===== config.mk =====
export PLATFORM = sky130hd
export DESIGN_NAME = cpm_ctrl
export DESIGN_NICKNAME = d
export VERILOG_FILES = /design/src/cpm_rx_filter.v /design/src/cpm_ctrl.v
export VERILOG_INCLUDE_DIRS = /design/src /design/src/include
export SDC_FILE = /design/constraint.sdc
export NUM_CORES = 1
export LEC_CHECK = 0
export ABC_CLOCK_PERIOD_IN_PS = 3900
export BUFFER_PORTS_ARGS = -buffer_cell sky130_fd_sc_hd__buf_2
export CAP_MARGIN = 10
export CORE_MARGIN = 8
export CORE_UTILIZATION = 58
export CTS_CLUSTER_SIZE = 40
export DETAILED_ROUTE_END_ITERATION = 10
export HOLD_SLACK_MARGIN = 0.02
export PLACE_DENSITY = 0.85
export SLEW_MARGIN = 15
export SYNTH_ARGS = -nofsm -noshare
export SYNTH_HDL_FRONTEND = slang
export SYNTH_HIERARCHICAL = 1
export SYNTH_SLANG_ARGS = --single-unit

===== constraint.sdc =====
create_clock -name clk_i -period 3.9 [get_ports clk_i]
set_input_delay 0.78 -clock clk_i [delete_from_list [all_inputs] [get_ports clk_i]]
set_output_delay 0.78 -clock clk_i [all_outputs]
set_load 0.01 [all_outputs]

===== src/include/cpm_consts.vh =====
// Offsets, bit positions, reset values and counts of the CAN mode block
`ifndef CPM_CONSTS_VH
`define CPM_CONSTS_VH
// Register byte offsets, one 32-bit word each
`define CPM_ADR_CTL0 6'h00
`define CPM_ADR_CTL1 6'h04
`define CPM_ADR_RFLG 6'h08
`define CPM_ADR_RIER 6'h0C
`define CPM_ADR_TFLG 6'h10
`define CPM_ADR_TIER 6'h14
`define CPM_ADR_TARQ 6'h18
`define CPM_ADR_TAAK 6'h1C
`define CPM_ADR_TBSEL 6'h20
`define CPM_ADR_BTR0 6'h24
`define CPM_ADR_BTR1 6'h28
`define CPM_ADR_IDAC 6'h2C
// control_reg_0 fields
`define CPM_B_INIT_REQUEST 0
`define CPM_B_SLEEP_REQUEST 1
`define CPM_B_WAKEUP_ENABLE 2
`define CPM_B_STOP_IN_WAIT 5
// control_reg_1 fields
`define CPM_B_INIT_ACKNOWLEDGE 0
`define CPM_B_SLEEP_ACKNOWLEDGE 1
`define CPM_B_WAKEUP_FILTER_MODE 2
// rx_flag_reg and rx_int_enable_reg fields
`define CPM_B_RXF 0
`define CPM_B_OVR 1
`define CPM_B_CSC 6
`define CPM_B_WUP 7
// Reset values
`define CPM_RST_TFLG 3'h7
`define CPM_RST_BYTE 8'h00
// Synchronizer stages towards the protocol side and back
`define CPM_SYNC_BUS 4'h2
`define CPM_SYNC_CAN 4'h3
// Recessive bits needed to resynchronize
`define CPM_REC_BITS 16'h000B
// Defaults for counts that a simulation may shorten
`define CPM_BIT_CYCLES 16'h01F4
`define CPM_RECOVER_CYCLES 16'h0040
`define CPM_FILTER_CYCLES 8'h32
`endif


===== src/cpm_rx_filter.v =====
// Receive pin synchronizer and wake-up glitch filter
`timescale 1ns/1ps
`default_nettype none
`include "cpm_consts.vh"
module cpm_rx_filter #(
  parameter [7:0] FILTER_CYCLES = `CPM_FILTER_CYCLES
) (
  input wire clk_i,
  input wire rst_i,
  input wire pin_i,
  input wire filt_en_i,
  output reg level_o,
  output reg act_o
);
  reg s1_r;
  reg s2_r;
  reg s3_r;
  reg [7:0] cnt_r;

  // Three stages; a level counts once stages two and three agree
  always @(posedge clk_i)
  begin
    if (rst_i)
    begin
      s1_r <= 1'b1;
      s2_r <= 1'b1;
      s3_r <= 1'b1;
      level_o <= 1'b1;
    end
    else
    begin
      s1_r <= pin_i;
      s2_r <= s1_r;
      s3_r <= s2_r;
      if (s2_r == s3_r)
        level_o <= s3_r;
    end
  end

  // Dominant run length; with the filter on, short pulses never wake
  always @(posedge clk_i)
  begin
    if (rst_i)
    begin
      cnt_r <= 8'h00;
      act_o <= 1'b0;
    end
    else
    begin
      if (level_o)
        cnt_r <= 8'h00;
      else if (cnt_r != 8'hFF)
        cnt_r <= cnt_r + 8'h01;
      act_o <= ~level_o & (~filt_en_i | (cnt_r >= FILTER_CYCLES));
    end
  end
endmodule // cpm_rx_filter
`default_nettype wire


===== src/cpm_ctrl.v =====
// CAN controller mode control, power modes and interrupt flags
//
// Functional notes
// - Deep stop forces power-down regardless of sleep bits; stop_in_wait ignored.
// - Lightest stop picks sleep or power-down from bits held at entry.
// - Sleep waits until every transmit buffer is empty.
// - Sleep during reception waits for the bus to go idle.
// - Idle controller sleeps after a fixed synchronization delay only.
// - Acknowledge rises once sleep is active; software waits for it.
// - In sleep protocol clocks stop, register clocks keep running.
// - Bus-off recessive count freezes in sleep, transmit pin recessive.
// - No background to foreground receive move while sleeping.
// - Transmit flags stay clearable in sleep; no abort runs then.
// - Wake-up disabled holds internal receive recessive, locking sleep.
// - Sleep ends on enabled bus activity or cleared sleep request.
// - Clearing requests is ignored until the matching acknowledge is set.
// - After wake-up wait 11 recessive bits before taking part again.
// - Deferred receive moves, aborts and transmissions run after wake-up.
// - Initialization aborts traffic and drives transmit pin recessive at once.
// - Initialization resets control, flag, enable, abort and select registers.
// - Init request passes all domains before its acknowledge rises.
// - CPU stop, or wait with stop_in_wait, gives power-down, access blocked.
// - Power-down without prior sleep runs a fixed recovery delay.
// - Filter mode suppresses short receive glitches as wake-up causes.
// - Four maskable interrupts: wake-up, error, receive-full, transmit-empty.
// - Flags clear by writing one, never while their cause persists.
// - Wake-up flag only when asleep with wake-up enabled.
//
// Implementation choices: the Wishbone register port and the address map.
`timescale 1ns/1ps
`default_nettype none
`include "cpm_consts.vh"
module cpm_ctrl #(
  parameter [15:0] BIT_CYCLES = `CPM_BIT_CYCLES,
  parameter [15:0] RECOVER_CYCLES = `CPM_RECOVER_CYCLES,
  parameter [7:0] FILTER_CYCLES = `CPM_FILTER_CYCLES
) (
  input wire clk_i,
  input wire rst_i,
  input wire wb_cyc_i,
  input wire wb_stb_i,
  input wire wb_we_i,
  input wire [5:0] wb_adr_i,
  input wire [3:0] wb_sel_i,
  input wire [31:0] wb_dat_i,
  output reg [31:0] wb_dat_o,
  output reg wb_ack_o,
  input wire cpu_wait_i,
  input wire cpu_stop3_i,
  input wire cpu_stop_deep_i,
  input wire tx_active_i,
  input wire rx_active_i,
  input wire bus_idle_i,
  input wire bus_off_i,
  input wire rx_bg_valid_i,
  input wire status_change_i,
  input wire overrun_i,
  input wire [2:0] tx_done_i,
  input wire [2:0] tx_busy_i,
  input wire proto_tx_i,
  input wire can_receive_pin_i,
  output reg can_transmit_pin_o,
  output reg rx_internal_o,
  output reg proto_clk_en_o,
  output reg regs_clk_en_o,
  output reg bo_count_freeze_o,
  output reg rx_shift_o,
  output reg [2:0] tx_start_o,
  output reg [2:0] abort_o,
  output reg [23:0] bit_timing_o,
  output reg irq_wakeup_o,
  output reg irq_error_o,
  output reg irq_rx_o,
  output reg irq_tx_o
);
  localparam [3:0] ST_NORMAL = 4'h0;
  localparam [3:0] ST_SLP_WAIT = 4'h1;
  localparam [3:0] ST_SLP_SYNC = 4'h2;
  localparam [3:0] ST_SLEEP = 4'h3;
  localparam [3:0] ST_RESYNC = 4'h4;
  localparam [3:0] ST_INIT_SYNC = 4'h5;
  localparam [3:0] ST_INIT = 4'h6;
  localparam [3:0] ST_PDOWN = 4'h7;
  localparam [3:0] ST_RECOVER = 4'h8;
  localparam [15:0] REC_LEN = `CPM_REC_BITS * BIT_CYCLES;
  localparam [3:0] SYNC_LEN = `CPM_SYNC_BUS + `CPM_SYNC_CAN;
  localparam [2:0] TXE_RST = `CPM_RST_TFLG;

  reg [3:0] state_r;
  reg [15:0] cnt_r;
  reg init_request_r;
  reg sleep_request_r;
  reg wakeup_enable_r;
  reg stop_in_wait_r;
  reg init_acknowledge_r;
  reg sleep_acknowledge_r;
  reg wakeup_filter_mode_r;
  reg wakeup_int_flag_r;
  reg status_change_flag_r;
  reg overrun_flag_r;
  reg rxf_r;
  reg [7:0] rier_r;
  reg [2:0] tier_r;
  reg [2:0] tbsel_r;
  reg stop3_prev_r;
  reg stop3_slp_r;
  reg pd_slept_r;
  wire rx_level;
  wire rx_act;
  wire [2:0] txe;
  wire [2:0] arq;
  wire [2:0] aak;
  wire acc;
  wire wr;
  wire [7:0] wd;
  wire run;
  wire asleep;
  wire stop3_slp;
  wire pd_cond;
  wire wake_act;
  wire init_go;

  cpm_rx_filter #(
    .FILTER_CYCLES(FILTER_CYCLES)
  ) u_filt (
    .clk_i(clk_i),
    .rst_i(rst_i),
    .pin_i(can_receive_pin_i),
    .filt_en_i(wakeup_filter_mode_r),
    .level_o(rx_level),
    .act_o(rx_act)
  );

  // Bus decode; register access is refused in power-down
  assign acc = wb_cyc_i & wb_stb_i & ~wb_ack_o & (state_r != ST_PDOWN);
  assign wr = acc & wb_we_i & wb_sel_i[0];
  assign wd = wb_dat_i[7:0];
  assign run = (state_r == ST_NORMAL) | (state_r == ST_SLP_WAIT) |
               (state_r == ST_SLP_SYNC);
  assign asleep = (state_r == ST_SLEEP) |
                  ((state_r == ST_PDOWN) & pd_slept_r);
  // Sleep bits are sampled as stop3 begins and held through it
  assign stop3_slp = stop3_prev_r ? stop3_slp_r : sleep_acknowledge_r;
  assign pd_cond = cpu_stop_deep_i | (cpu_stop3_i & ~stop3_slp) |
                   (cpu_wait_i & stop_in_wait_r & ~cpu_stop3_i);
  // Masked activity cannot wake, so sleep is locked without wakeup_enable
  assign wake_act = asleep & wakeup_enable_r & rx_act;
  assign init_go = init_request_r & (state_r != ST_INIT_SYNC) &
                   (state_r != ST_INIT) & (state_r != ST_PDOWN);

  // Stop3 entry latch
  always @(posedge clk_i)
  begin
    if (rst_i)
    begin
      stop3_prev_r <= 1'b0;
      stop3_slp_r <= 1'b0;
    end
    else
    begin
      stop3_prev_r <= cpu_stop3_i;
      if (cpu_stop3_i & ~stop3_prev_r)
        stop3_slp_r <= sleep_acknowledge_r;
    end
  end

  // Mode sequencer
  always @(posedge clk_i)
  begin
    if (rst_i)
    begin
      state_r <= ST_INIT;
      cnt_r <= 16'h0000;
      sleep_acknowledge_r <= 1'b0;
      init_acknowledge_r <= 1'b1;
      pd_slept_r <= 1'b0;
    end
    else if (pd_cond & (state_r != ST_PDOWN))
    begin
      // Power-down overrides everything and halts traffic at once
      pd_slept_r <= (state_r == ST_SLEEP);
      state_r <= ST_PDOWN;
    end
    else if (init_go)
    begin
      state_r <= ST_INIT_SYNC;
      cnt_r <= 16'h0000;
    end
    else
    begin
      case (state_r)
        ST_NORMAL:
          if (sleep_request_r)
            state_r <= ST_SLP_WAIT;
        ST_SLP_WAIT:
          // Pending buffers and a frame in flight both hold off sleep
          if ((txe == 3'h7) & ~tx_active_i & (~rx_active_i | bus_idle_i))
          begin
            state_r <= ST_SLP_SYNC;
            cnt_r <= 16'h0000;
          end
        ST_SLP_SYNC:
          if (cnt_r[3:0] == SYNC_LEN)
          begin
            state_r <= ST_SLEEP;
            sleep_acknowledge_r <= 1'b1;
          end
          else
            cnt_r <= cnt_r + 16'h0001;
        ST_SLEEP:
          if (wake_act | ~sleep_request_r)
          begin
            state_r <= ST_RESYNC;
            sleep_acknowledge_r <= 1'b0;
            cnt_r <= 16'h0000;
          end
        ST_RESYNC:
          // A frame that woke us is lost while we wait for idle bits
          if (~rx_level)
            cnt_r <= 16'h0000;
          else if (cnt_r == REC_LEN)
            state_r <= ST_NORMAL;
          else
            cnt_r <= cnt_r + 16'h0001;
        ST_INIT_SYNC:
          if (cnt_r[3:0] == SYNC_LEN)
          begin
            state_r <= ST_INIT;
            init_acknowledge_r <= 1'b1;
            // Init clears the sleep request, so a stale sleep ack must go too
            sleep_acknowledge_r <= 1'b0;
          end
          else
            cnt_r <= cnt_r + 16'h0001;
        ST_INIT:
          if (~init_request_r)
          begin
            state_r <= ST_RESYNC;
            init_acknowledge_r <= 1'b0;
            cnt_r <= 16'h0000;
          end
        ST_PDOWN:
          if (~pd_cond)
          begin
            cnt_r <= 16'h0000;
            state_r <= pd_slept_r ? ST_SLEEP : ST_RECOVER;
          end
          else if (wake_act)
          begin
            state_r <= ST_PDOWN;
          end
        ST_RECOVER:
          if (cnt_r == RECOVER_CYCLES)
          begin
            state_r <= ST_RESYNC;
            sleep_acknowledge_r <= 1'b0;
            cnt_r <= 16'h0000;
          end
          else
            cnt_r <= cnt_r + 16'h0001;
        default:
          state_r <= ST_INIT;
      endcase
    end
  end

  // Control bits; requests cannot be withdrawn before acknowledge
  always @(posedge clk_i)
  begin
    if (rst_i)
    begin
      init_request_r <= 1'b1;
      sleep_request_r <= 1'b0;
      wakeup_enable_r <= 1'b0;
      stop_in_wait_r <= 1'b0;
      wakeup_filter_mode_r <= 1'b0;
      tbsel_r <= 3'h0;
      rier_r <= `CPM_RST_BYTE;
      tier_r <= 3'h0;
      bit_timing_o <= 24'h000000;
    end
    else if ((state_r == ST_INIT_SYNC) & (cnt_r[3:0] == SYNC_LEN))
    begin
      sleep_request_r <= 1'b0;
      wakeup_enable_r <= 1'b0;
      stop_in_wait_r <= 1'b0;
      tbsel_r <= 3'h0;
      rier_r <= `CPM_RST_BYTE;
      tier_r <= 3'h0;
    end
    else if (wr)
    begin
      if (wb_adr_i == `CPM_ADR_CTL0)
      begin
        if (wd[`CPM_B_INIT_REQUEST] | init_acknowledge_r)
          init_request_r <= wd[`CPM_B_INIT_REQUEST];
        if (wd[`CPM_B_SLEEP_REQUEST] | sleep_acknowledge_r)
          sleep_request_r <= wd[`CPM_B_SLEEP_REQUEST];
        wakeup_enable_r <= wd[`CPM_B_WAKEUP_ENABLE];
        stop_in_wait_r <= wd[`CPM_B_STOP_IN_WAIT];
      end
      else if (wb_adr_i == `CPM_ADR_CTL1)
        wakeup_filter_mode_r <= wd[`CPM_B_WAKEUP_FILTER_MODE];
      else if (wb_adr_i == `CPM_ADR_RIER)
        rier_r <= wd;
      else if (wb_adr_i == `CPM_ADR_TIER)
        tier_r <= wd[2:0];
      else if (wb_adr_i == `CPM_ADR_TBSEL)
        tbsel_r <= wd[2:0];
      else if (init_acknowledge_r & (wb_adr_i == `CPM_ADR_BTR0))
        bit_timing_o[7:0] <= wd;
      else if (init_acknowledge_r & (wb_adr_i == `CPM_ADR_BTR1))
        bit_timing_o[15:8] <= wd;
      else if (init_acknowledge_r & (wb_adr_i == `CPM_ADR_IDAC))
        bit_timing_o[23:16] <= wd;
    end
  end

  // Receive side flags; a set in the clearing cycle wins
  always @(posedge clk_i)
  begin
    if (rst_i | ((state_r == ST_INIT_SYNC) & (cnt_r[3:0] == SYNC_LEN)))
    begin
      wakeup_int_flag_r <= 1'b0;
      status_change_flag_r <= 1'b0;
      overrun_flag_r <= 1'b0;
      rxf_r <= 1'b0;
    end
    else
    begin
      if (wake_act)
        wakeup_int_flag_r <= 1'b1;
      else if (wr & (wb_adr_i == `CPM_ADR_RFLG) & wd[`CPM_B_WUP])
        wakeup_int_flag_r <= 1'b0;
      if (status_change_i)
        status_change_flag_r <= 1'b1;
      else if (wr & (wb_adr_i == `CPM_ADR_RFLG) & wd[`CPM_B_CSC])
        status_change_flag_r <= 1'b0;
      if (overrun_i)
        overrun_flag_r <= 1'b1;
      else if (wr & (wb_adr_i == `CPM_ADR_RFLG) & wd[`CPM_B_OVR])
        overrun_flag_r <= 1'b0;
      if (rx_shift_o)
        rxf_r <= 1'b1;
      else if (wr & (wb_adr_i == `CPM_ADR_RFLG) & wd[`CPM_B_RXF])
        rxf_r <= 1'b0;
    end
  end

  // Per-buffer empty flag, abort request and abort acknowledge
  genvar gi;
  generate
    for (gi = 0; gi < 3; gi = gi + 1)
    begin : g_buf
      reg txe_r;
      reg arq_r;
      reg aak_r;
      wire abort_now;
      // Aborts only run with protocol clocks, so none happen in sleep
      assign abort_now = run & arq_r & ~txe_r & ~tx_busy_i[gi];
      always @(posedge clk_i)
      begin
        if (rst_i | ((state_r == ST_INIT_SYNC) & (cnt_r[3:0] == SYNC_LEN)))
        begin
          txe_r <= TXE_RST[gi];
          arq_r <= 1'b0;
          aak_r <= 1'b0;
        end
        else
        begin
          if (tx_done_i[gi] | abort_now)
            txe_r <= 1'b1;
          else if (wr & (wb_adr_i == `CPM_ADR_TFLG) & wd[gi])
            txe_r <= 1'b0;
          if (abort_now | txe_r)
            arq_r <= 1'b0;
          else if (wr & (wb_adr_i == `CPM_ADR_TARQ) & wd[gi])
            arq_r <= 1'b1;
          if (abort_now)
            aak_r <= 1'b1;
          else if (wr & (wb_adr_i == `CPM_ADR_TFLG) & wd[gi])
            aak_r <= 1'b0;
        end
      end
      assign txe[gi] = txe_r;
      assign arq[gi] = arq_r;
      assign aak[gi] = aak_r;
    end
  endgenerate

  // Bus answer: one cycle after the request, zero for unmapped offsets
  always @(posedge clk_i)
  begin
    if (rst_i)
    begin
      wb_ack_o <= 1'b0;
      wb_dat_o <= 32'h00000000;
    end
    else
    begin
      wb_ack_o <= wb_cyc_i & wb_stb_i & ~wb_ack_o;
      wb_dat_o <= 32'h00000000;
      if (acc & ~wb_we_i)
      begin
        if (wb_adr_i == `CPM_ADR_CTL0)
          wb_dat_o[7:0] <= {2'h0, stop_in_wait_r, 2'h0, wakeup_enable_r, sleep_request_r, init_request_r};
        else if (wb_adr_i == `CPM_ADR_CTL1)
          wb_dat_o[7:0] <= {5'h00, wakeup_filter_mode_r, sleep_acknowledge_r, init_acknowledge_r};
        else if (wb_adr_i == `CPM_ADR_RFLG)
          wb_dat_o[7:0] <= {wakeup_int_flag_r, status_change_flag_r, 4'h0, overrun_flag_r, rxf_r};
        else if (wb_adr_i == `CPM_ADR_RIER)
          wb_dat_o[7:0] <= rier_r;
        else if (wb_adr_i == `CPM_ADR_TFLG)
          wb_dat_o[2:0] <= txe;
        else if (wb_adr_i == `CPM_ADR_TIER)
          wb_dat_o[2:0] <= tier_r;
        else if (wb_adr_i == `CPM_ADR_TARQ)
          wb_dat_o[2:0] <= arq;
        else if (wb_adr_i == `CPM_ADR_TAAK)
          wb_dat_o[2:0] <= aak;
        else if (wb_adr_i == `CPM_ADR_TBSEL)
          wb_dat_o[2:0] <= tbsel_r;
        else if (wb_adr_i == `CPM_ADR_BTR0)
          wb_dat_o[7:0] <= bit_timing_o[7:0];
        else if (wb_adr_i == `CPM_ADR_BTR1)
          wb_dat_o[7:0] <= bit_timing_o[15:8];
        else if (wb_adr_i == `CPM_ADR_IDAC)
          wb_dat_o[7:0] <= bit_timing_o[23:16];
      end
    end
  end

  // Pin, clock gating and protocol handoff outputs
  always @(posedge clk_i)
  begin
    if (rst_i)
    begin
      can_transmit_pin_o <= 1'b1;
      rx_internal_o <= 1'b1;
      proto_clk_en_o <= 1'b0;
      regs_clk_en_o <= 1'b1;
      bo_count_freeze_o <= 1'b0;
      rx_shift_o <= 1'b0;
      tx_start_o <= 3'h0;
      abort_o <= 3'h0;
    end
    else
    begin
      // Recessive whenever not running, so aborted frames stay harmless
      can_transmit_pin_o <= (run & ~pd_cond & ~init_go) ? proto_tx_i :
                            1'b1;
      rx_internal_o <= (asleep & ~wakeup_enable_r) ? 1'b1 : rx_level;
      proto_clk_en_o <= run | (state_r == ST_RESYNC);
      regs_clk_en_o <= (state_r != ST_PDOWN);
      bo_count_freeze_o <= bus_off_i & (asleep |
                           (state_r == ST_PDOWN));
      rx_shift_o <= run & rx_bg_valid_i & ~rxf_r & ~rx_shift_o;
      tx_start_o <= run ? (~txe & ~arq) : 3'h0;
      abort_o <= run ? (arq & ~aak) : 3'h0;
    end
  end

  // Interrupt requests, each gated by its local enables
  always @(posedge clk_i)
  begin
    if (rst_i)
    begin
      irq_wakeup_o <= 1'b0;
      irq_error_o <= 1'b0;
      irq_rx_o <= 1'b0;
      irq_tx_o <= 1'b0;
    end
    else
    begin
      irq_wakeup_o <= wakeup_int_flag_r & rier_r[`CPM_B_WUP];
      irq_error_o <= (status_change_flag_r & rier_r[`CPM_B_CSC]) |
                     (overrun_flag_r & rier_r[`CPM_B_OVR]);
      irq_rx_o <= rxf_r & rier_r[`CPM_B_RXF];
      irq_tx_o <= |(txe & tier_r);
    end
  end
endmodule // cpm_ctrl
`default_nettype wire


# Word level (Yosys, flattened, before mapping)
# Cells that the tools add are included.
[word_totals]
in_bits = 65
regBits = 143
elab_cells = 346
out_inout_bits = 73
[classes]
n_lt_le_gt_ge = 1
eq_ne = 61
add_sub_neg = 2
n_reduce_logical = 46
bitwise_logic = 116
n_mux = 64
[op_table]
columns = ["operator", "n"]
rows = [
  ["2-to-1 mux 16 bit", 9],
  ["one-hot mux 16 bit (7 select lines)", 1],
  ["AND 1 bit", 57],
  ["2-to-1 mux 8 bit", 7],
  ["2-to-1 mux 4 bit", 12],
  ["AND reduction 10 bit", 4],
  ["one-hot mux 4 bit (9 select lines)", 1],
  ["inverter 1 bit", 33],
  ["OR reduction 2 bit", 14],
  ["2-to-1 mux 5 bit", 5],
  ["equality test 6 x 5 -> 1 bit (second input constant)", 4],
  ["equality test 6 bit (second input constant)", 4],
  ["inequality test 4 x 3 -> 1 bit (second input constant)", 6],
  ["2-to-1 mux 1 bit", 21],
  ["inequality test 3 bit (second input constant)", 7],
  ["equality test 4 x 3 -> 1 bit (second input constant)", 5],
  ["inequality test 4 bit (second input constant)", 5],
  ["bitwise OR 1 bit", 20],
  ["adder 16 x 1 -> 16 bit (second input constant)", 1],
  ["equality test 16 x 13 -> 1 bit (second input constant)", 1],
  ["equality test 16 x 7 -> 1 bit (second input constant)", 1],
  ["AND reduction 8 bit", 2],
  ["nonzero test 2 bit", 8],
  ["2-to-1 mux 3 bit", 5],
  ["34 further kinds", 57],
]

# Longest topological paths before layout
# Gate-level depths: netlist of run 1.
[depth]
ltp_word = 13
ltp_mapped = 10

# By module
# Netlist of run 1, hierarchy kept.
[by_module_without_submodules]
columns = ["mod", "instances", "area_each_um2", "cells_per_inst"]
rows = [
  ["cpm_ctrl", 1, 5265.0, 642],
  ["cpm_rx_filter", 1, 568.0, 63],
]

# Worst setup path before layout of run 1
# No wires, ideal clock.
[synth_path]
path_kind = "input -> register"
start = "in tx_active_i"
end = "reg, netlist name cnt_r[12]"
path_stages = 7
setup_time_ps = 70
t_arrival_ps = 2222
n_path_buf = 0
t_required_ps = 3830
path_slack_ps = 1609
cell_sequence = "nand4b_1 nor4_1 or3_1 o21ai_2 a21o_4 or4_1 a21oi_1"
[synth_lines]
columns = ["item", "line_no", "rtl"]
rows = [
  ["start, declared", "cpm_ctrl.v:51", "input wire tx_active_i,"],
]

# Final worst setup path of run 1
[layout_path]
start = "reg state_r[3]"
end = "reg bit_timing_o[16]"
[layout_via]
elab_chain_len = 5
word_cells_on_any_way = 8
classes_between = "eq/ne: 2; bitwise: 5; reduce/logical: 1"
[layout_rtl]
columns = ["item", "line_no", "rtl"]
rows = [
  ["start, declared", "cpm_ctrl.v:89", "reg [3:0] state_r;"],
  ["start signal, assigned", "cpm_ctrl.v:246", "state_r <= pd_slept_r ? ST_SLEEP : ST_RECOVER;"],
  ["inequality test 4 x 3 -> 1 bit", "cpm_ctrl.v:135", "assign acc = wb_cyc_i & wb_stb_i & ~wb_ack_o & (state_r != ST_PDOWN);"],
  ["AND 1 bit", "cpm_ctrl.v:135", ""],
  ["AND 1 bit (2 in series)", "cpm_ctrl.v:136", "assign wr = acc & wb_we_i & wb_sel_i[0];"],
  ["AND reduction 10 bit (no line) (*)", "-", ""],
  ["end signal, assigned", "cpm_ctrl.v:315", "bit_timing_o[23:16] <= wd;"],
  ["end, declared", "cpm_ctrl.v:70", "output reg [23:0] bit_timing_o,"],
]
# Every way passes the cells marked *; elsewhere a longest branch is shown, timed or not.
# A chain may end at the register's enable or synchronous reset.

==> results of run 1 <==
## kinds of logic after synthesis
kind of cell	synth area share [%]
AO/OA/AOI/OAI	17.16
XOR/XNOR	0.3004
adder cells (fa/ha/maj)	1.073
buffers and inverters	7.014
flip-flops	40.84
multiplexers	6.521
other	0.06429
AND/OR/NAND/NOR	27.03
## synth_stat cells (all sizes together), types with 8 or more instances
master	instances
o21ai	26
clkbuf	17
nand2b	13
mux2i	20
buf	42
dfxtp	119
nand4	10
or3	10
nor2	68
nand3	23
a31oi	8
nor2b	13
nand2	110
nor3	21
or4	10
a21oi	73
inv	14
## metrics by stage
step                      instances  worst slack [ps]  hold slack, ps  utilization, %
after floorplan                 728              1609           389.5               -
after global placement          891              1277           414.0           63.25
after detailed placement        891              1238           413.6           63.25
after CTS                       923              1287           424.8           68.82
after global routing            923              1066           432.9           68.82
final                           923              1245           416.4           68.82
## registers in the layout (all words and copies together), names as in the netlist, 4 cells and up
name and count:
wb_dat_o 8, bit_timing_o 24, rier_r 8, u_filt/cnt_r 8, state_r 4, cnt_r 16
## power by group
group | internal [W] | switching, W | total, W
clock | 0.000845 | 0.000587 | 0.00143
combinational | 0.000119 | 0.000215 | 0.000334
sequential | 0.00124 | 0.0000472 | 0.00128
## metal layers
metal,up-vias,wire length [um]
met1,2587,6311
met4,0,361
met3,42,1437
li1,2602,-
met5,-,0
met2,288,7814
## final timing paths
kind	start	endpoint	slack, ps	cells after the start
setup / recovery	state_r[3]	bit_timing_o[16]	1240	8
hold reg to reg	u_filt/s1_r	u_filt/s2_r	420	1
hold / removal	u_filt/s1_r	u_filt/s2_r	420	1
setup reg to reg	state_r[3]	bit_timing_o[16]	1240	8
## final cells by class
cell class	instances	area [um2]	share of cell area (%)
clock buffers	18	417.9	6.213
multi-input cells	536	3128	46.50
flip-flops and latches	119	2382	35.42
inverters	14	52.55	0.7813
clock inverters	14	126.4	1.879
repair buffers	89	452.9	6.734
well taps	133	166.4	2.474
==> results_dict.tcl, run 1 <==
set metrics [dict create \
    run_status "finished, final reports clean" \
    initial_util_pct 59.68 \
    grtUsageMet1_pct 28.68 \
    num_vias 5519 \
    largest_net_degree_at_the_start_of_global_routing 42 \
    track_usage_pct 24.08 \
    detailed_place.area_um2 6182 \
    clock_tree_from_tritoncts "yes" \
    cp_data_arrival_time_ps 3040 \
    insertedDiodeCount 0 \
    synthTopCellsByArea "sky130_fd_sc_hd__dfxtp_1 41%, sky130_fd_sc_hd__nand2_1 6.9%, sky130_fd_sc_hd__a21oi_1 6.2%, sky130_fd_sc_hd__nor2_1 4.4%, sky130_fd_sc_hd__buf_4 3.7%" \
    fp-row-count 36 \
    die_height_um 116.3 \
    cts_inserted_buffers 17 \
    end_kind "flip-flop" \
    slew_headroom_pct 35.39 \
    numPortBuffers 86 \
    top_level_ports 138 \
    max-vdd-ir-drop_uv 277.7 \
    most_common_cell_type_on_the_critical_path "sky130_fd_sc_hd__nand3_1" \
    clock_latency_ps 530 \
    period_share_pct 68.08 \
    ys_warn_count 6 \
    setup_fix_buffers_added_after_clock_tree_synthesis 0 \
    synth-edff-count 0 \
    grt_remaining_overflow 0 \
    power_density_nw_per_um2 453.3 \
    yosysUniqueCellTypes 72 \
    grtUsageMet3_pct 5.119 \
    nNetsFinal 847 \
    timing.critical_path.max_delay_family "simple AND/OR/NAND/NOR gates" \
    buf_inv_on_cp 1 \
    cp.required_ps 4290 \
    crit_type "reg2reg" \
    ys_async_sr_fraction_pct 0 \
    clk_pin_slew_ps 60 \
    ant_nets 0 \
    gr-usage-met2_pct 40.68 \
    setup_violations 0 \
    layout.cell_area.non_filler_um2 6726 \
    synthDominantCellAreaShare_pct 40.84 \
    synth_sequential_area_ratio_pct 40.84 \
    area.growth.synth_to_final_pct 15.32 \
    drc 0 \
    post_drt_wl_per_cell_um 17.25 \
    firstDrtPassIters 6 \
    rsz_0062_raised_after_global_routing "false" \
    area_of_the_die_um2 13520 \
    critical_path.cell_chain "and4b_1, nor3_1, buf_4, nand3_1, nor2_1, nand3_1, nand2_1, a21oi_1" \
    leakage_nw 2.685 \
    maxCapViolCount 0 \
    post-layout-total-power_w 0.003049 \
    mostFrequentLayoutCell "sky130_fd_sc_hd__dfxtp_1" \
    cts-root-to-sink-buffers 2 \
    synthCells 705 \
    setup_total_negative_slack_ps 0 \
    worstMarginPinSlew_ps 969.2 \
    cts_max_level 4 \
    slew_violations 0 \
    final_layout_size_suffix_gt1_share_pct 19.37 \
    worst-path-max-fanout 20 \
    post_cts_gate_resize_count 0 \
    post-route-min-period_ps 2655 \
    dr.first_iter.drc_count 546 \
    initial_antenna_violation_count 0 \
    cp-start-kind "flip-flop" \
    synth_seq_cells 119 \
    hold_path.class "reg2reg" \
    grt_pass1_wl_um 26100 \
    clock_sinks 119 \
    synth_ff_type "sky130_fd_sc_hd__dfxtp_1" \
    crit_slowest_cell "sky130_fd_sc_hd__dfxtp_1" \
    number_of_hold_buffers_added_after_cts 0 \
    post-synth-top-area-cell "sky130_fd_sc_hd__dfxtp_1" \
    achievable-frequency_mhz 376.6 \
    num-fill-cells 791 \
    detailedPlacementHpwl_um 11310 \
    crit_path_max_incr_delay_ps 730 \
    mappedNetlistArea_um2 5833 \
    clockRootBuffer "sky130_fd_sc_hd__clkbuf_8" \
    highest_count_cells_in_the_layout_ignoring_fill_and_taps "119 x sky130_fd_sc_hd__dfxtp_1, 108 x sky130_fd_sc_hd__nand2_1, 86 x sky130_fd_sc_hd__buf_2" \
    timing.clock.skew_ps 11.76 \
    gp_congestion 0.8946 \
    route.final.wire_length_um 15930 \
    core_region_area_um2 9774 \
    floorplan.die.width_um 116.3 \
    vias_per_cell 5.979 \
    hold_viol_final 0 \
    top_usage_layer "met2" \
    average_size_of_a_mapped_cell_um2 8.274 \
    number_of_global_route_vias_before_repair 5376 \
]
Note: power is estimated with default switching activity, not from simulation.
==> run 2: changes to the inputs <==
Settings changed: ABC_CLOCK_PERIOD_IN_PS 3900 to 2600, CORE_UTILIZATION 58 to 54, PLACE_DENSITY 0.85 to 0.8.
Clock period 3.9 ns to 2.6 ns, I/O delays scaled along.
==> results_dict.tcl, run 2 (same netlist as run 1, synthesis figures left out) <==
set metrics [dict create \
    run_status "finished, final reports clean" \
    cts_inserted_buffers 17 \
    largest_net_degree_at_the_start_of_global_routing 29 \
    cp_startpoint "state_r[2]" \
    clock_tree_from_tritoncts "yes" \
    place_worst_setup_slack_ps 153.8 \
    cts-root-to-sink-buffers 2 \
    track_usage_pct 21.83 \
    netSwitchingFraction_pct 25.75 \
    timing.clock.skew_ps 7.017 \
    clk_pin_slew_ps 60 \
    period_share_pct 92.80 \
    vias_per_cell 5.797 \
    share_clk_of_total_power_pct 49.8 \
    dr.first_iter.drc_count 484 \
    end_kind "flip-flop" \
    place_inst 914 \
    critical_path.cell_chain "nor2b_1, and3_1, a21oi_2, o21ai_2, a21o_4, or4_1, a21oi_1" \
    cp_data_arrival_time_ps 2860 \
    clock_sinks 119 \
    registers.top_by_ff_count "bit_timing_o" \
    maxCapViolCount 0 \
    reg_to_reg_endpoint "cnt_r[13]" \
    num_vias 5484 \
    setup_violations 0 \
    max-vdd-ir-drop_uv 350.0 \
    ant_nets 0 \
    setup_ws_ps 187.3 \
    internal_power_w 0.003662 \
    number_of_global_route_vias_before_repair 5521 \
    num-fill-cells 900 \
    setup.reg_to_reg.worst_slack_ps 190 \
    drc 0 \
    floorplan.die.width_um 119.9 \
    end_of_flow_core_utilization_pct 64.98 \
    cp-start-kind "flip-flop" \
    die_height_um 119.9 \
    crit_slowest_cell "sky130_fd_sc_hd__dfxtp_1" \
    cp-endpoint "cnt_r[13]" \
    post_drt_wl_per_cell_um 16.74 \
    post-route-min-period_ps 2413 \
    nNetsFinal 863 \
    slew_violations 0 \
    area.growth.synth_to_final_pct 19.18 \
    leakage_nw 2.818 \
    insertedDiodeCount 0 \
    hold_path.class "in2reg" \
    crit_path_max_incr_delay_ps 770 \
    initial_util_pct 54.53 \
    clockRootBuffer "sky130_fd_sc_hd__clkbuf_8" \
    grt_remaining_overflow 0 \
    detailedPlacementHpwl_um 11610 \
    highest_count_cells_in_the_layout_ignoring_fill_and_taps "119 x sky130_fd_sc_hd__dfxtp_1, 108 x sky130_fd_sc_hd__nand2_1, 86 x sky130_fd_sc_hd__buf_2" \
    critical_path_depth 7 \
    route.final.wire_length_um 15840 \
    comb_power_share_pct 11.4 \
    max_ffs_per_register 24 \
    cp.required_ps 3050 \
    power_density_nw_per_um2 709.5 \
    worstMarginPinSlew_ps 697.3 \
    slew_headroom_pct 53.45 \
    biggestRegsByFlops "bit_timing_o x24, cnt_r x16" \
    grt_pass1_wl_um 26010 \
    hold_path_depth 2 \
    gp_congestion 0.9068 \
    worst-path-max-fanout 28 \
    core_region_area_um2 10700 \
    firstDrtPassIters 5 \
    number_of_hold_buffers_added_after_cts 0 \
    cts_max_level 4 \
    top_level_ports 138 \
    worst_r2r_startpoint "state_r[2]" \
    achievable-frequency_mhz 414.5 \
    initial_antenna_violation_count 0 \
    area_of_the_die_um2 14380 \
    crit_type "reg2reg" \
    fp-row-count 38 \
    mostFrequentLayoutCell "sky130_fd_sc_hd__dfxtp_1" \
    r2r_cells 7 \
    timing.critical_path.max_delay_family "simple AND/OR/NAND/NOR gates" \
    final_layout_size_suffix_gt1_share_pct 21.34 \
    hold_viol_final 0 \
    numPortBuffers 86 \
    net-switching-power_w 0.001270 \
    share_seq_of_total_power_pct 38.8 \
    buf_inv_on_cp 0 \
    clock_latency_ps 510 \
    finalNonFillerCells 946 \
]
run 2: cell count changes in the layout (fill, tap and decap cells not counted), moves of 2 or more:
| cell | before | now |
|---|---|---|
| sky130_fd_sc_hd__bufinv_16 | 1 | 4 |
| sky130_fd_sc_hd__clkinvlp_4 | 5 | 1 |
| sky130_fd_sc_hd__buf_4 | 3 | 19 |
| sky130_fd_sc_hd__clkinv_4 | 3 | 5 |
run 2: worst min-delay path by stage:
stage	slack [ps]	endpoint	from
finish	190	g_buf[1].txe_r	tx_done_i[1]
global route	170	g_buf[2].txe_r	tx_done_i[2]
CTS	170	g_buf[2].txe_r	tx_done_i[2]
detailed placement	390	u_filt/s2_r	u_filt/s1_r
global placement	390	u_filt/s2_r	u_filt/s1_r
floorplan	390	u_filt/s2_r	u_filt/s1_r
run 2: final cells by class:
cell class	instances	area (um2)	share of cell area, %
timing repair buffer	105	573.1	8.243
multi-input combinational	536	3142	45.19
tap	140	175.2	2.520
inverter	14	52.55	0.7559
sequential	119	2382	34.27
clock inverter	14	198.9	2.862
clock buffer	18	427.9	6.155
run 2: per-layer routing:
| layer | up-vias | track usage, % | wire length (um) |
|---|---|---|---|
| met5 | - | 0 | 0 |
| met4 | 0 | 8.743 | 250 |
| li1 | 2652 | - | - |
| met2 | 210 | 38.53 | 8096 |
| met3 | 21 | 5.355 | 1068 |
| met1 | 2601 | 24.78 | 6425 |
run 2: repair_timing:
action,CTS,global route
buffers inserted,0,0
endpoints found under the setup margin,0,1
resized for setup,0,2
run 2: per-stage QoR:
step / total power, W / hold WS, ps / instance area (um2) / setup TNS [ps]
after floorplan: 0.002355 / 389.5 / 5919 / 0
after detailed placement: 0.002497 / 394.1 / 6311 / 0
final: 0.004932 / 187.2 / 6952 / 0
after CTS: 0.004941 / 170.4 / 6938 / 0
after global placement: 0.002491 / 391.0 / 6311 / 0
after global routing: 0.005110 / 174.7 / 6952 / -2.839
run 2: power groups by stage:
stage	Sequential (W)	Clock, W	Combinational [W]
after detailed placement	0.00195	0	0.000549
after CTS	0.00191	0.00248	0.000552
after floorplan	0.00191	0	0.000444
final	0.00191	0.00246	0.000563
after global routing	0.00192	0.00257	0.000618
after global placement	0.00195	0	0.000545
==> run 3: changes to the inputs <==
Settings changed: REMOVE_ABC_BUFFERS from default to 1.
==> results_dict.tcl, run 3 (same netlist as run 1, synthesis figures left out) <==
set metrics [dict create \
    core_region_area_um2 10700 \
    end_of_flow_core_utilization_pct 64.43 \
    route.final.wire_length_um 15980 \
    mostFrequentLayoutCell "sky130_fd_sc_hd__dfxtp_1" \
    nNetsFinal 862 \
    timing.critical_path.max_delay_family "simple AND/OR/NAND/NOR gates" \
    slew_violations 0 \
    largest_net_degree_at_the_start_of_global_routing 29 \
    setup_violations 0 \
    final_layout_size_suffix_gt1_share_pct 20.80 \
    crit_type "reg2reg" \
    initial_antenna_violation_count 0 \
    layout.cell_area.non_filler_um2 6893 \
    clk_pin_slew_ps 60 \
    floorplan.die.width_um 119.9 \
    cp.required_ps 3040 \
    ant_nets 0 \
    period_share_pct 95.20 \
    registers.top_by_ff_count "bit_timing_o" \
    buf_inv_on_cp 1 \
    max_ffs_per_register 24 \
    clock_sinks 119 \
    achievable-frequency_mhz 404.0 \
    rsz_0062_raised_after_global_routing "false" \
    top_level_ports 138 \
    grtUsageMet1_pct 25.11 \
    grt_remaining_overflow 0 \
    maxCapViolCount 0 \
    area.growth.synth_to_final_pct 18.17 \
    hold_viol_final 0 \
    initial_util_pct 54.53 \
    power_density_nw_per_um2 689.2 \
    gp_congestion 0.8838 \
    hold_path.class "in2reg" \
    number_of_hold_buffers_added_after_cts 0 \
    clock_latency_ps 520 \
    crit_slowest_cell "sky130_fd_sc_hd__or4_1" \
    cp_data_arrival_time_ps 2920 \
    worst-path-max-fanout 28 \
    vias_per_cell 5.931 \
    grt_pass1_wl_um 26200 \
    clockRootBuffer "sky130_fd_sc_hd__clkbuf_8" \
    final_layout_worst_hold_slack_ps 184.8 \
    clock_tree_from_tritoncts "yes" \
    die_height_um 119.9 \
    post-route-min-period_ps 2475 \
    num_vias 5593 \
    cts_inserted_buffers 17 \
    post_drt_wl_per_cell_um 16.94 \
    max-vdd-ir-drop_uv 368.0 \
    area_of_the_die_um2 14380 \
    highest_count_cells_in_the_layout_ignoring_fill_and_taps "119 x sky130_fd_sc_hd__dfxtp_1, 108 x sky130_fd_sc_hd__nand2_1, 86 x sky130_fd_sc_hd__buf_2" \
    worstMarginPinSlew_ps 611.7 \
    firstDrtPassIters 5 \
    cts_max_level 4 \
    top_usage_layer "met2" \
    grtUsageMet3_pct 6.529 \
    critical_path.cell_chain "inv_1, ha_1, nor4b_2, and4_1, a21oi_2, o21ai_2, a21o_4, or4_1, a21oi_1" \
    slew_headroom_pct 59.07 \
    end_kind "flip-flop" \
    fp-row-count 38 \
    dr.first_iter.drc_count 653 \
    detailed_place.area_um2 6304 \
    track_usage_pct 22.21 \
    insertedDiodeCount 0 \
    leakage_nw 2.791 \
    setup_total_negative_slack_ps 0 \
    biggestRegsByFlops "bit_timing_o x24, cnt_r x16" \
    cts-root-to-sink-buffers 2 \
    numPortBuffers 86 \
    run_status "finished, final reports clean" \
    number_of_global_route_vias_before_repair 5349 \
    cp-start-kind "flip-flop" \
    timing.clock.skew_ps 10.65 \
    detailedPlacementHpwl_um 11630 \
    drc 0 \
    gr-usage-met2_pct 37.20 \
    crit_path_max_incr_delay_ps 520 \
]
==> run 3: metal layers <==
metal	vias to the layer above	wire [um]
li1	2641	-
met1	2645	6309
met2	266	7836
met3	41	1346
met4	0	482
met5	-	0
==> run 3: final cells by class <==
class | count | area [um2]
Clock buffer | 21 | 449.2
Clock inverter | 9 | 126.4
Fill cell | 875 | 3805
Inverter | 14 | 52.55
Multi-Input combinational cell | 536 | 3142
Sequential cell | 119 | 2382
Tap cell | 140 | 175.2
Timing Repair Buffer | 104 | 565.5
==> run 3: where the power goes <==
group	internal [W]	total [W]	switching, W
Sequential	0.00185	0.00191	0.0000518
Combinational	0.000212	0.000566	0.000354
Clock	0.00149	0.00228	0.000786
Total	0.00356	0.00475	0.00119
==> run 3: final timing paths <==
kind	startpoint	end	slack, ps	depth (start not counted)
hold reg to reg	u_filt/s1_r	u_filt/s2_r	410	1
hold / removal	can_receive_pin_i	u_filt/s1_r	180	2
setup reg to reg	cnt_r[0]	cnt_r[14]	120	9
setup / recovery	cnt_r[0]	cnt_r[14]	120	9
==> run 3: what timing repair did <==
| item | CTS | global route |
|---|---|---|
| buffers inserted | 0 | 0 |
| gates resized for setup | 0 | 2 |
| setup endpoints to repair | 0 | 1 |
==> run 3: through the flow <==
stage | setup WS [ps] | power, W | instances
global route | 3.201 | 0.004922 | 943
global placement | 223.3 | 0.002482 | 913
floorplan | 262.7 | 0.002267 | 669
finish | 124.9 | 0.004751 | 943
detailed placement | 167.9 | 0.002494 | 913
CTS | 152.5 | 0.004777 | 943
